$ cat src/synth_consts.svh
// register offsets, field positions, reset values and timing figures
// of the synthesizer control register bank; definitions only
`ifndef SYNTH_CONSTS_SVH
`define SYNTH_CONSTS_SVH

`define ADDR_FRAC_BYTE0 8'h00
`define ADDR_FRAC_BYTE1 8'h01
`define ADDR_FRAC_BYTE2 8'h02
`define ADDR_FRAC_TOP_BIT 8'h03
`define ADDR_REF_DIVIDER_ENABLE 8'h05
`define ADDR_INT_LOW_BYTE 8'h06
`define ADDR_INT_HIGH_AND_OUTMUX 8'h07
`define ADDR_PUMP_CURRENT 8'h09
`define ADDR_REF_PATH_CONTROL 8'h0a
`define ADDR_PLL_POWER 8'h0c
`define ADDR_TX_DISABLE_MASKS 8'h0e
`define ADDR_LOCK_DETECT_CONTROL 8'h17

`define REF_DIV_EN_BIT 4
`define REF_HALVE_BIT 6
`define REF_DOUBLER_BIT 5
`define PLL_PD_BIT 2
`define LOCK_EN_BIT 4
`define LOCK_COUNT_BIT 3
`define LOCK_FINE_BIT 2
`define MASK_ATTEN_BIT 5
`define MASK_LO_BUF_BIT 4
`define MASK_QUAD_BIT 3
`define MASK_LO_X2_BIT 1
`define MASK_RF_MON_BIT 0

`define REG_RESET 8'h00

`define MUX_TRISTATE 4'h0
`define MUX_HIGH 4'h1
`define MUX_LOW 4'h2
`define MUX_REF_HALF 4'hd
`define MUX_FB_HALF 4'he

`define REF_DIV_ZERO_RATIO 6'h20
`define LOCK_COUNT_SLOW 12'hc00
`define LOCK_COUNT_FAST 12'h800

// one pump step in tenths of a microamp (312.5 uA)
`define PUMP_STEP_DUA 16'h0c35

`define CLK_PERIOD_PS 5000
`define WINDOW_COARSE_NS 16
`define WINDOW_FINE_NS 6
// both window times round down to whole cycles; the fine one is never below one
`define WINDOW_COARSE_CYC ((`WINDOW_COARSE_NS * 1000) / `CLK_PERIOD_PS)
`define WINDOW_FINE_CYC \
    (((`WINDOW_FINE_NS * 1000) / `CLK_PERIOD_PS) < 1 ? 1 : \
     ((`WINDOW_FINE_NS * 1000) / `CLK_PERIOD_PS))

`endif

$ cat src/synth_pkg.sv
// types shared by the synthesizer control register bank and its users
package synth_pkg;

    // settings that take effect together on a commit
    typedef struct packed {
        logic [24:0] frac_word;
        logic [11:0] int_word;
        logic ref_div_en;
        logic [4:0] ref_div_setting;
        logic ref_doubler;
        logic ref_halve;
        logic [3:0] pump_code;
    } synth_cfg_s;

    // per-function shutdown requests while transmit is off
    typedef struct packed {
        logic attenuator;
        logic lo_buffer;
        logic quadrature_divider;
        logic lo_doubler;
        logic rf_monitor;
    } tx_off_s;

endpackage : synth_pkg

$ cat src/synth_control_register_bank.sv
// control register bank of a fractional-N synthesizer: shadow and
// active settings, output multiplexer, transmit-off gating, lock count.
// assumes a serial port decoder delivers one byte write or read per
// strobe, and all inputs are synchronous to clk.
//
// Operation
// - buffered fields wait in shadow until fractional byte 0 is written
// - fractional word is bytes 0x00, 0x01, 0x02 plus bit 0 of 0x03
// - integer word is byte 0x06 plus low nibble of 0x07
// - output pin follows 0x07 bits 7:4: tristate, high, low, halved clocks
// - pump current step from 0x09 bits 7:4, 0.31 to 5.00 mA
// - reference divider divides by setting, code zero divides by 32
// - reference divider used only when 0x05 bit 4 is set; resets off
// - reference doubler only while its enable is set; resets off
// - halving stage only while its enable is set; resets bypassed
// - pll powered down while 0x0c bit 2 is set; resets powered
// - mask bits in 0x0e shut their function while transmit is off
// - lock detector runs only while 0x17 bit 4 is set
// - lock needs 3072 pulses, or 2048 when 0x17 bit 3 is set
// - lock window 16 ns coarse, 6 ns fine when 0x17 bit 2 is set
`timescale 1ns/1ps
`include "synth_consts.svh"

module synth_control_register_bank #(
    parameter int COUNT_W = 12
) (
    // clock and reset
    input wire logic clk,
    input wire logic rst,
    // register port from the serial decoder
    input wire logic reg_wr,
    input wire logic reg_rd,
    input wire logic [7:0] reg_addr,
    input wire logic [7:0] reg_wdata,
    output logic [7:0] reg_rdata,
    output logic reg_rvalid,
    // synthesizer settings
    output synth_pkg::synth_cfg_s cfg,
    output logic [5:0] ref_div_ratio,
    output logic [15:0] pump_current_dua,
    output logic pll_power_down,
    // transmit-off control
    input wire logic transmit_off_input,
    output synth_pkg::tx_off_s tx_off,
    // multiplexed output pin
    input wire logic ref_divider_clock,
    input wire logic feedback_divider_clock,
    output logic mux_out,
    output logic mux_out_oe,
    // lock detector
    input wire logic pfd_pulse,
    input wire logic [3:0] pfd_err_cycles,
    output logic lock_enable,
    output logic lock_window_fine,
    output logic lock_detect
);
    import synth_pkg::*;

    // shadow copies of the buffered registers
    logic [7:0] frac0_ff, frac1_ff, frac2_ff, frac3_ff;
    logic [7:0] refen_ff, intlo_ff, inthi_ff, pump_ff, refctl_ff;
    // immediate registers
    logic [7:0] pllpw_ff, masks_ff, lockctl_ff;
    synth_cfg_s cfg_ff;
    synth_cfg_s nxt_cfg;
    logic commit;
    logic [7:0] nxt_rdata;

    // byte 0 is stored and loads the buffered fields on the same edge
    assign commit = reg_wr && (reg_addr == `ADDR_FRAC_BYTE0);

    // shadow storage; reserved bits are dropped so they read zero
    always_ff @(posedge clk) begin
        if (rst) begin
            frac0_ff <= `REG_RESET;
            frac1_ff <= `REG_RESET;
            frac2_ff <= `REG_RESET;
            frac3_ff <= `REG_RESET;
            refen_ff <= `REG_RESET;
            intlo_ff <= `REG_RESET;
            inthi_ff <= `REG_RESET;
            pump_ff <= `REG_RESET;
            refctl_ff <= `REG_RESET;
        end else if (reg_wr) begin
            case (reg_addr)
                `ADDR_FRAC_BYTE0: frac0_ff <= reg_wdata;
                `ADDR_FRAC_BYTE1: frac1_ff <= reg_wdata;
                `ADDR_FRAC_BYTE2: frac2_ff <= reg_wdata;
                `ADDR_FRAC_TOP_BIT: frac3_ff <= reg_wdata & 8'h01;
                `ADDR_REF_DIVIDER_ENABLE: refen_ff <= reg_wdata & 8'h10;
                `ADDR_INT_LOW_BYTE: intlo_ff <= reg_wdata;
                `ADDR_INT_HIGH_AND_OUTMUX: inthi_ff <= reg_wdata;
                `ADDR_PUMP_CURRENT: pump_ff <= reg_wdata & 8'hf0;
                `ADDR_REF_PATH_CONTROL: refctl_ff <= reg_wdata & 8'h7f;
                default: ;
            endcase
        end
    end

    // immediate registers act on the edge that completes the write
    // and never wait for a commit, unlike the shadows
    always_ff @(posedge clk) begin
        if (rst) begin
            pllpw_ff <= `REG_RESET;
            masks_ff <= `REG_RESET;
            lockctl_ff <= `REG_RESET;
        end else if (reg_wr) begin
            case (reg_addr)
                `ADDR_PLL_POWER: pllpw_ff <= reg_wdata & 8'h04;
                `ADDR_TX_DISABLE_MASKS: masks_ff <= reg_wdata & 8'h3b;
                `ADDR_LOCK_DETECT_CONTROL: lockctl_ff <= reg_wdata & 8'h1c;
                default: ;
            endcase
        end
    end

    // commit image: byte 0 comes straight from the bus so the word
    // loaded carries the byte written in the same cycle
    always_comb begin
        nxt_cfg.frac_word = {frac3_ff[0], frac2_ff, frac1_ff,
                             reg_wdata};
        nxt_cfg.int_word = {inthi_ff[3:0], intlo_ff};
        nxt_cfg.ref_div_en = refen_ff[`REF_DIV_EN_BIT];
        nxt_cfg.ref_div_setting = refctl_ff[4:0];
        nxt_cfg.ref_doubler = refctl_ff[`REF_DOUBLER_BIT];
        nxt_cfg.ref_halve = refctl_ff[`REF_HALVE_BIT];
        nxt_cfg.pump_code = pump_ff[7:4];
    end

    // active settings, all loaded together
    // reset clears shadows and active copy alike, so a host that
    // writes nothing still sees the reset settings on every output
    always_ff @(posedge clk) begin
        if (rst) begin
            cfg_ff <= '0;
        end else if (commit) begin
            cfg_ff <= nxt_cfg;
        end
    end

    assign cfg = cfg_ff;
    assign pll_power_down = pllpw_ff[`PLL_PD_BIT];

    // effective ratio of the divider stage, one when it is bypassed
    // the divider itself is outside this block; only its ratio is shown
    always_comb begin
        if (!cfg_ff.ref_div_en) begin
            ref_div_ratio = 6'h01;
        end else if (cfg_ff.ref_div_setting == 5'h00) begin
            ref_div_ratio = `REF_DIV_ZERO_RATIO;
        end else begin
            ref_div_ratio = {1'b0, cfg_ff.ref_div_setting};
        end
    end

    // current in tenths of a microamp: code plus one, times a step
    // the cut to 16 bits is safe: the largest value is 50000
    assign pump_current_dua = 16'((32'(cfg_ff.pump_code) + 32'd1)
                                  * 32'(`PUMP_STEP_DUA));

    // the controller drives transmit off high only to kill the output
    always_comb begin
        tx_off.attenuator = transmit_off_input
                            && masks_ff[`MASK_ATTEN_BIT];
        tx_off.lo_buffer = transmit_off_input
                           && masks_ff[`MASK_LO_BUF_BIT];
        tx_off.quadrature_divider = transmit_off_input
                                    && masks_ff[`MASK_QUAD_BIT];
        tx_off.lo_doubler = transmit_off_input
                            && masks_ff[`MASK_LO_X2_BIT];
        tx_off.rf_monitor = transmit_off_input
                            && masks_ff[`MASK_RF_MON_BIT];
    end

    // halved clocks: toggle on each rising edge seen on the input
    // inputs are taken as synchronous, so there is no synchroniser;
    // a divider clock faster than clk/2 will lose edges
    logic ref_prev_ff, fb_prev_ff, ref_half_ff, fb_half_ff;
    always_ff @(posedge clk) begin
        if (rst) begin
            ref_prev_ff <= 1'b0;
            fb_prev_ff <= 1'b0;
            ref_half_ff <= 1'b0;
            fb_half_ff <= 1'b0;
        end else begin
            ref_prev_ff <= ref_divider_clock;
            fb_prev_ff <= feedback_divider_clock;
            if (ref_divider_clock && !ref_prev_ff) begin
                ref_half_ff <= !ref_half_ff;
            end
            if (feedback_divider_clock && !fb_prev_ff) begin
                fb_half_ff <= !fb_half_ff;
            end
        end
    end

    // pin registered; reserved select codes float the pin
    logic mux_ff, mux_oe_ff;
    always_ff @(posedge clk) begin
        if (rst) begin
            mux_ff <= 1'b0;
            mux_oe_ff <= 1'b0;
        end else begin
            case (inthi_ff[7:4])
                `MUX_HIGH: begin
                    mux_ff <= 1'b1;
                    mux_oe_ff <= 1'b1;
                end
                `MUX_LOW: begin
                    mux_ff <= 1'b0;
                    mux_oe_ff <= 1'b1;
                end
                `MUX_REF_HALF: begin
                    mux_ff <= ref_half_ff;
                    mux_oe_ff <= 1'b1;
                end
                `MUX_FB_HALF: begin
                    mux_ff <= fb_half_ff;
                    mux_oe_ff <= 1'b1;
                end
                default: begin
                    mux_ff <= 1'b0;
                    mux_oe_ff <= 1'b0;
                end
            endcase
        end
    end

    assign mux_out = mux_ff;
    assign mux_out_oe = mux_oe_ff;

    // lock detector: consecutive in-window comparisons
    logic [COUNT_W-1:0] lock_cnt_ff;
    logic lock_ff;
    logic [COUNT_W-1:0] lock_target;
    logic [3:0] window_cyc;
    logic in_window;

    assign lock_enable = lockctl_ff[`LOCK_EN_BIT];
    assign lock_window_fine = lockctl_ff[`LOCK_FINE_BIT];
    assign lock_target = lockctl_ff[`LOCK_COUNT_BIT]
                         ? COUNT_W'(`LOCK_COUNT_FAST)
                         : COUNT_W'(`LOCK_COUNT_SLOW);
    assign window_cyc = lock_window_fine ? 4'(`WINDOW_FINE_CYC)
                                         : 4'(`WINDOW_COARSE_CYC);
    assign in_window = pfd_err_cycles <= window_cyc;

    // one miss restarts the count; a miss also drops lock
    // the count saturates at its target so a long lock cannot wrap
    always_ff @(posedge clk) begin
        if (rst || !lock_enable) begin
            lock_cnt_ff <= '0;
            lock_ff <= 1'b0;
        end else if (pfd_pulse) begin
            if (!in_window) begin
                lock_cnt_ff <= '0;
                lock_ff <= 1'b0;
            end else if (lock_cnt_ff + COUNT_W'(1) >= lock_target) begin
                lock_cnt_ff <= lock_target;
                lock_ff <= 1'b1;
            end else begin
                lock_cnt_ff <= lock_cnt_ff + COUNT_W'(1);
            end
        end
    end

    assign lock_detect = lock_ff;

    // readback shows shadow contents; unmapped addresses read zero
    always_comb begin
        case (reg_addr)
            `ADDR_FRAC_BYTE0: nxt_rdata = frac0_ff;
            `ADDR_FRAC_BYTE1: nxt_rdata = frac1_ff;
            `ADDR_FRAC_BYTE2: nxt_rdata = frac2_ff;
            `ADDR_FRAC_TOP_BIT: nxt_rdata = frac3_ff;
            `ADDR_REF_DIVIDER_ENABLE: nxt_rdata = refen_ff;
            `ADDR_INT_LOW_BYTE: nxt_rdata = intlo_ff;
            `ADDR_INT_HIGH_AND_OUTMUX: nxt_rdata = inthi_ff;
            `ADDR_PUMP_CURRENT: nxt_rdata = pump_ff;
            `ADDR_REF_PATH_CONTROL: nxt_rdata = refctl_ff;
            `ADDR_PLL_POWER: nxt_rdata = pllpw_ff;
            `ADDR_TX_DISABLE_MASKS: nxt_rdata = masks_ff;
            `ADDR_LOCK_DETECT_CONTROL: nxt_rdata = lockctl_ff;
            default: nxt_rdata = 8'h00;
        endcase
    end

    // read data holds until the next read, for a slow serial decoder
    always_ff @(posedge clk) begin
        if (rst) begin
            reg_rdata <= 8'h00;
            reg_rvalid <= 1'b0;
        end else begin
            reg_rvalid <= reg_rd;
            if (reg_rd) begin
                reg_rdata <= nxt_rdata;
            end
        end
    end

endmodule : synth_control_register_bank

$ cat config.mk
export PLATFORM = sky130hd
export DESIGN_NAME = synth_control_register_bank
export DESIGN_NICKNAME = d
export VERILOG_FILES = /design/src/synth_pkg.sv /design/src/synth_control_register_bank.sv
export VERILOG_INCLUDE_DIRS = /design/src
export SDC_FILE = /design/constraint.sdc
export NUM_CORES = 1
export LEC_CHECK = 0
export ABC_AREA = 1
export BUFFER_PORTS_ARGS = -buffer_cell sky130_fd_sc_hd__buf_2
export CAP_MARGIN = 0
export CORE_ASPECT_RATIO = 0.5
export CORE_MARGIN = 2
export CORE_UTILIZATION = 30
export CTS_CLUSTER_SIZE = 20
export DETAILED_ROUTE_END_ITERATION = 10
export GPL_TIMING_DRIVEN = 0
export PLACE_DENSITY = 0.51
export SLEW_MARGIN = 5
export SYNTH_ARGS = -nofsm -noshare
export SYNTH_HDL_FRONTEND = slang
export SYNTH_SLANG_ARGS = --single-unit
$ cat constraint.sdc
create_clock -name clk -period 10.4 [get_ports clk]
set_clock_uncertainty 0.15 [all_clocks]
set_input_delay 2.08 -clock clk [delete_from_list [all_inputs] [get_ports clk]]
set_output_delay 2.08 -clock clk [all_outputs]
set_load 0.01 [all_outputs]
==> impl_metrics.csv <==
group,metric,value,unit
logic_synthesis,ys_types,39,
clock_tree,cts_made_buffers,17,
logic_synthesis,synth_edf_count,0,
critical_path,r2r_end,"lock_cnt_ff[3]",
die,die_h,107,microns
final_layout,area_growth,23.2,%
sta,tns,0,ps
sta,worst_pin_slew,622,ps
sta,min_period_over_period,60.8,%
critical_path,crit_end,"pump_current_dua[13]",
critical_path,crit_start,"cfg[0]",
sta,post-route-min-period,6330,ps
sta,fmax,158,MHz
route,drc_errors,0,
critical_path,setup.worst_path.class,"flip-flop to output pin",
final_layout,diodes,0,
placement,globalplace.congestion,0.905,
critical_path,critical_path_buf_inv_count,1,
critical_path,slowest_delay,490,ps
clock_tree,clkSinkCount,131,
clock_tree,cts.path.max_buffers,2,
placement,portBuffers,115,
logic_synthesis,ys.flop_type,"dfxtp_1",
sta,slew_viol_final,0,
critical_path,cp_slowest_cell,"dfxtp_1",
logic_synthesis,synth_fp_nets,935,
power,power.switching,280,uW
outcome,outcome,"complete, no violations",
power,finalPower,1.13,mW
critical_path,worstPathRequired,8170,ps
die,core,20700,sq um
logic_synthesis,syn_area,6420,sq um
sta,rsz0062_at_grt,"false",
route,wl,20000,microns
placement,dpl.hpwl,15400,microns
clock_tree,postCtsSetupBuffers,0,
power,p_comb_share,3.8,%
hold_path,hp-class,"flip-flop to flip-flop",
die,start_util,30.9,%
clock_tree,htreeDepth,4,
critical_path,crit_path_start_kind,"flip-flop",
route,vias_per_cell,4.74,
global_routing,grt_pass1_wl,31300,microns
critical_path,cpMostUsedCell,"ha_1",
critical_path,crit_cells,18,
power,p_seq_share,44.6,%
critical_path,crit_fanout,7,
logic_synthesis,synth.avg_cell_area,7.37,sq um
final_layout,drive_above_1_share,18.5,%
hold_path,hp-start,"reg_rdata[6]",
critical_path,r2r_slack,7750,ps
global_routing,grt_max_degree,17,
global_routing,grt_pass1_vias,5755,
global_routing,overflow,0,
route,drtPass1Iterations,5,
route,drtIter0Drc,364,
logic_synthesis,syn_inst,871,
logic_synthesis,async_reset_ff_share,0,%
die,dieArea,22600,sq um
die,die_x,211,microns
sta,holdWs,312,ps
logic_synthesis,ys_ff_latch,131,
die,std_cell_rows,37,
global_routing,antenna_found_initial,1,
clock_tree,tritoncts,"yes",
clock_tree,ctsHoldBuffers,0,
route,post_drt_wl_per_cell,15.5,microns
critical_path,cp_cell_sequence,"ha_1, xor2_1, ha_1, xnor2_1, ha_1, a21o_1, ha_1, ha_1, nand3_1, nand3_1, nand2_1, nand2_1, a21oi_1, o21ai_0, nand2_1, nand2_1, xor2_1, buf_2",
logic_synthesis,synth_warnings,0,
power,p_per_area,143,nW/um^2
global_routing,grtUsageTotal,18.0,%
critical_path,crit_path_end_kind,"output pin",
final_layout,num-nets-final,1069,
route,ant_nets,0,
critical_path,worstPathArrival,4100,ps
die,boundaryPins,119,
clock_tree,path_clk_slew,60,ps
critical_path,path_delay_family,"adder cells",
job,drv_cap,0,
power,p_leak,3.71,nW
power,p_int,852,uW
clock_tree,cts_resized,0,
critical_path,timing.reg2reg.worst_path_depth,15,
power,pwr-share-clk,51.6,%
sta,finalHoldViolCount,0,
power,irDropWorstVdd,0.108,mV
clock_tree,root_buffer,"clkbuf_16",
route,vias,6124,
clock_tree,clk_latency,420,ps
sta,slew_headroom,58.5,%
power,p_sw_share,24.8,%
sta,setup_viol,0,
critical_path,r2r_start,"lock_cnt_ff[0]",
logic_synthesis,ys_seq_area_share,40.9,%
==> cells in the final DEF (no fill, tap or decap), types with 2 or more instances in the layout <==
cell | netlist | routed
a21oi_1 | 120 | 120
inv_8 | 0 | 3
nand3_2 | 4 | 4
buf_2 | 8 | 123
nand3b_1 | 2 | 2
nand2_1 | 138 | 138
ha_1 | 35 | 35
clkinvlp_4 | 0 | 3
xor2_1 | 12 | 12
o22ai_1 | 7 | 7
o21a_1 | 4 | 4
nand4_1 | 6 | 6
nor2_2 | 4 | 4
buf_4 | 5 | 5
nand3_1 | 34 | 34
dfxtp_1 | 131 | 131
inv_2 | 6 | 6
clkbuf_16 | 0 | 17
o21ai_0 | 104 | 104
nand2_2 | 5 | 5
inv_6 | 0 | 5
o21ai_1 | 8 | 8
a21o_1 | 2 | 2
nor2_1 | 78 | 78
nor2_4 | 7 | 7
nor3_1 | 7 | 7
clkbuf_1 | 17 | 18
inv_1 | 105 | 105
xnor2_1 | 8 | 8
==> power by group through the flow <==
stage	Clock [mW]	Sequential, mW	Combinational, mW
floorplan	0	0.516	0.0217
global placement	0	0.516	0.0424
detailed placement	0	0.516	0.0427
CTS	0.592	0.505	0.0428
global route	0.621	0.505	0.0470
finish	0.585	0.505	0.0427
==> per-stage QoR <==
| step | cells | util (%) | setup slack [ps] | instance area [sq um] |
|---|---|---|---|---|
| global route | 1291 | 38.1 | 3620 | 7910 |
| detailed placement | 1259 | 35.4 | 4470 | 7330 |
| finish | 1291 | 38.1 | 4070 | 7910 |
| global placement | 1259 | 35.4 | 4470 | 7330 |
| floorplan | 871 | - | 4930 | 6420 |
| CTS | 1291 | 38.1 | 4030 | 7910 |
==> worst min-delay path by stage <==
stage	endpoint	slack (ps)	depth (start not counted)
after CTS	lock_detect	320	2
after floorplan	cfg[41]	280	2
after global routing	reg_rdata[0]	340	2
after global placement	lock_detect	300	2
after detailed placement	reg_rdata[6]	310	2
final	reg_rdata[6]	310	2
==> synthesized netlist by cell type (2+ instances only) <==
cell      count  area share [%]
nor2_2        4            0.39
o22ai_1       7            0.68
nand2_2       5            0.49
nand3_1      34             2.7
nand4_1       6            0.59
o21a_1        4            0.47
nand3b_1      2            0.23
buf_2         8            0.62
nor3_1        7            0.55
nor2_4        7             1.2
nand2_1     138             8.1
o21ai_1       8            0.62
clkbuf_1     17            0.99
nand3_2       4            0.62
dfxtp_1     131              41
nor2_1       78             4.6
a21o_1        2            0.23
inv_1       105             6.1
xnor2_1       8             1.1
inv_2         6            0.35
xor2_1       12             1.6
o21ai_0     104             8.1
buf_4         5            0.59
ha_1         35             6.8
a21oi_1     120             9.4
==> final cells by class <==
type | count | area, sq um
clock buffer | 18 | 429
sequential | 131 | 2620
fill | 2193 | 12800
multi-input combinational | 597 | 3220
timing repair buffer | 115 | 576
inverter | 112 | 420
clock inverter | 14 | 144
buffer | 31 | 153
tap | 273 | 342
==> logic make-up after synthesis <==
logic type | count (synthesis) | share of synthesized area (%)
and+or+nand+nor | 289 | 19.9
AOI/OAI and AO/OA | 252 | 20.4
buffers and inverters | 143 | 8.93
DFF | 131 | 40.9
adders and majority gates | 36 | 7.14
xor gates and xnor gates | 20 | 2.73
==> state kept, by name, summed over array words and instances (netlist names) <==
signal,flops
cfg,42
lock_cnt_ff,12
frac1_ff,8
frac2_ff,8
inthi_ff,8
intlo_ff,8
reg_rdata,8
frac0_ff,7
refctl_ff,7
masks_ff,5
pump_ff,4
lockctl_ff,3
fb_half_ff,1
fb_prev_ff,1
frac3_ff,1
lock_detect,1
mux_out,1
mux_out_oe,1
pllpw_ff,1
ref_half_ff,1
ref_prev_ff,1
refen_ff,1
reg_rvalid,1
==> routing by layer <==
layer / track usage [%] / wire length (microns) / part of all wire (%)
met1: 24.5 / 10000 / 50
met2: 29.0 / 8910 / 44
met3: 3.30 / 799 / 4.0
met4: 5.33 / 295 / 1.5
met5: 0 / 0 / 0
==> tightest hold or removal path, stage by stage, from the launching register on <==
cell and delay [ps]:
dfxtp_1 310, nand2_1 60, a21oi_1 50
(Power assumes the default switching activity.)
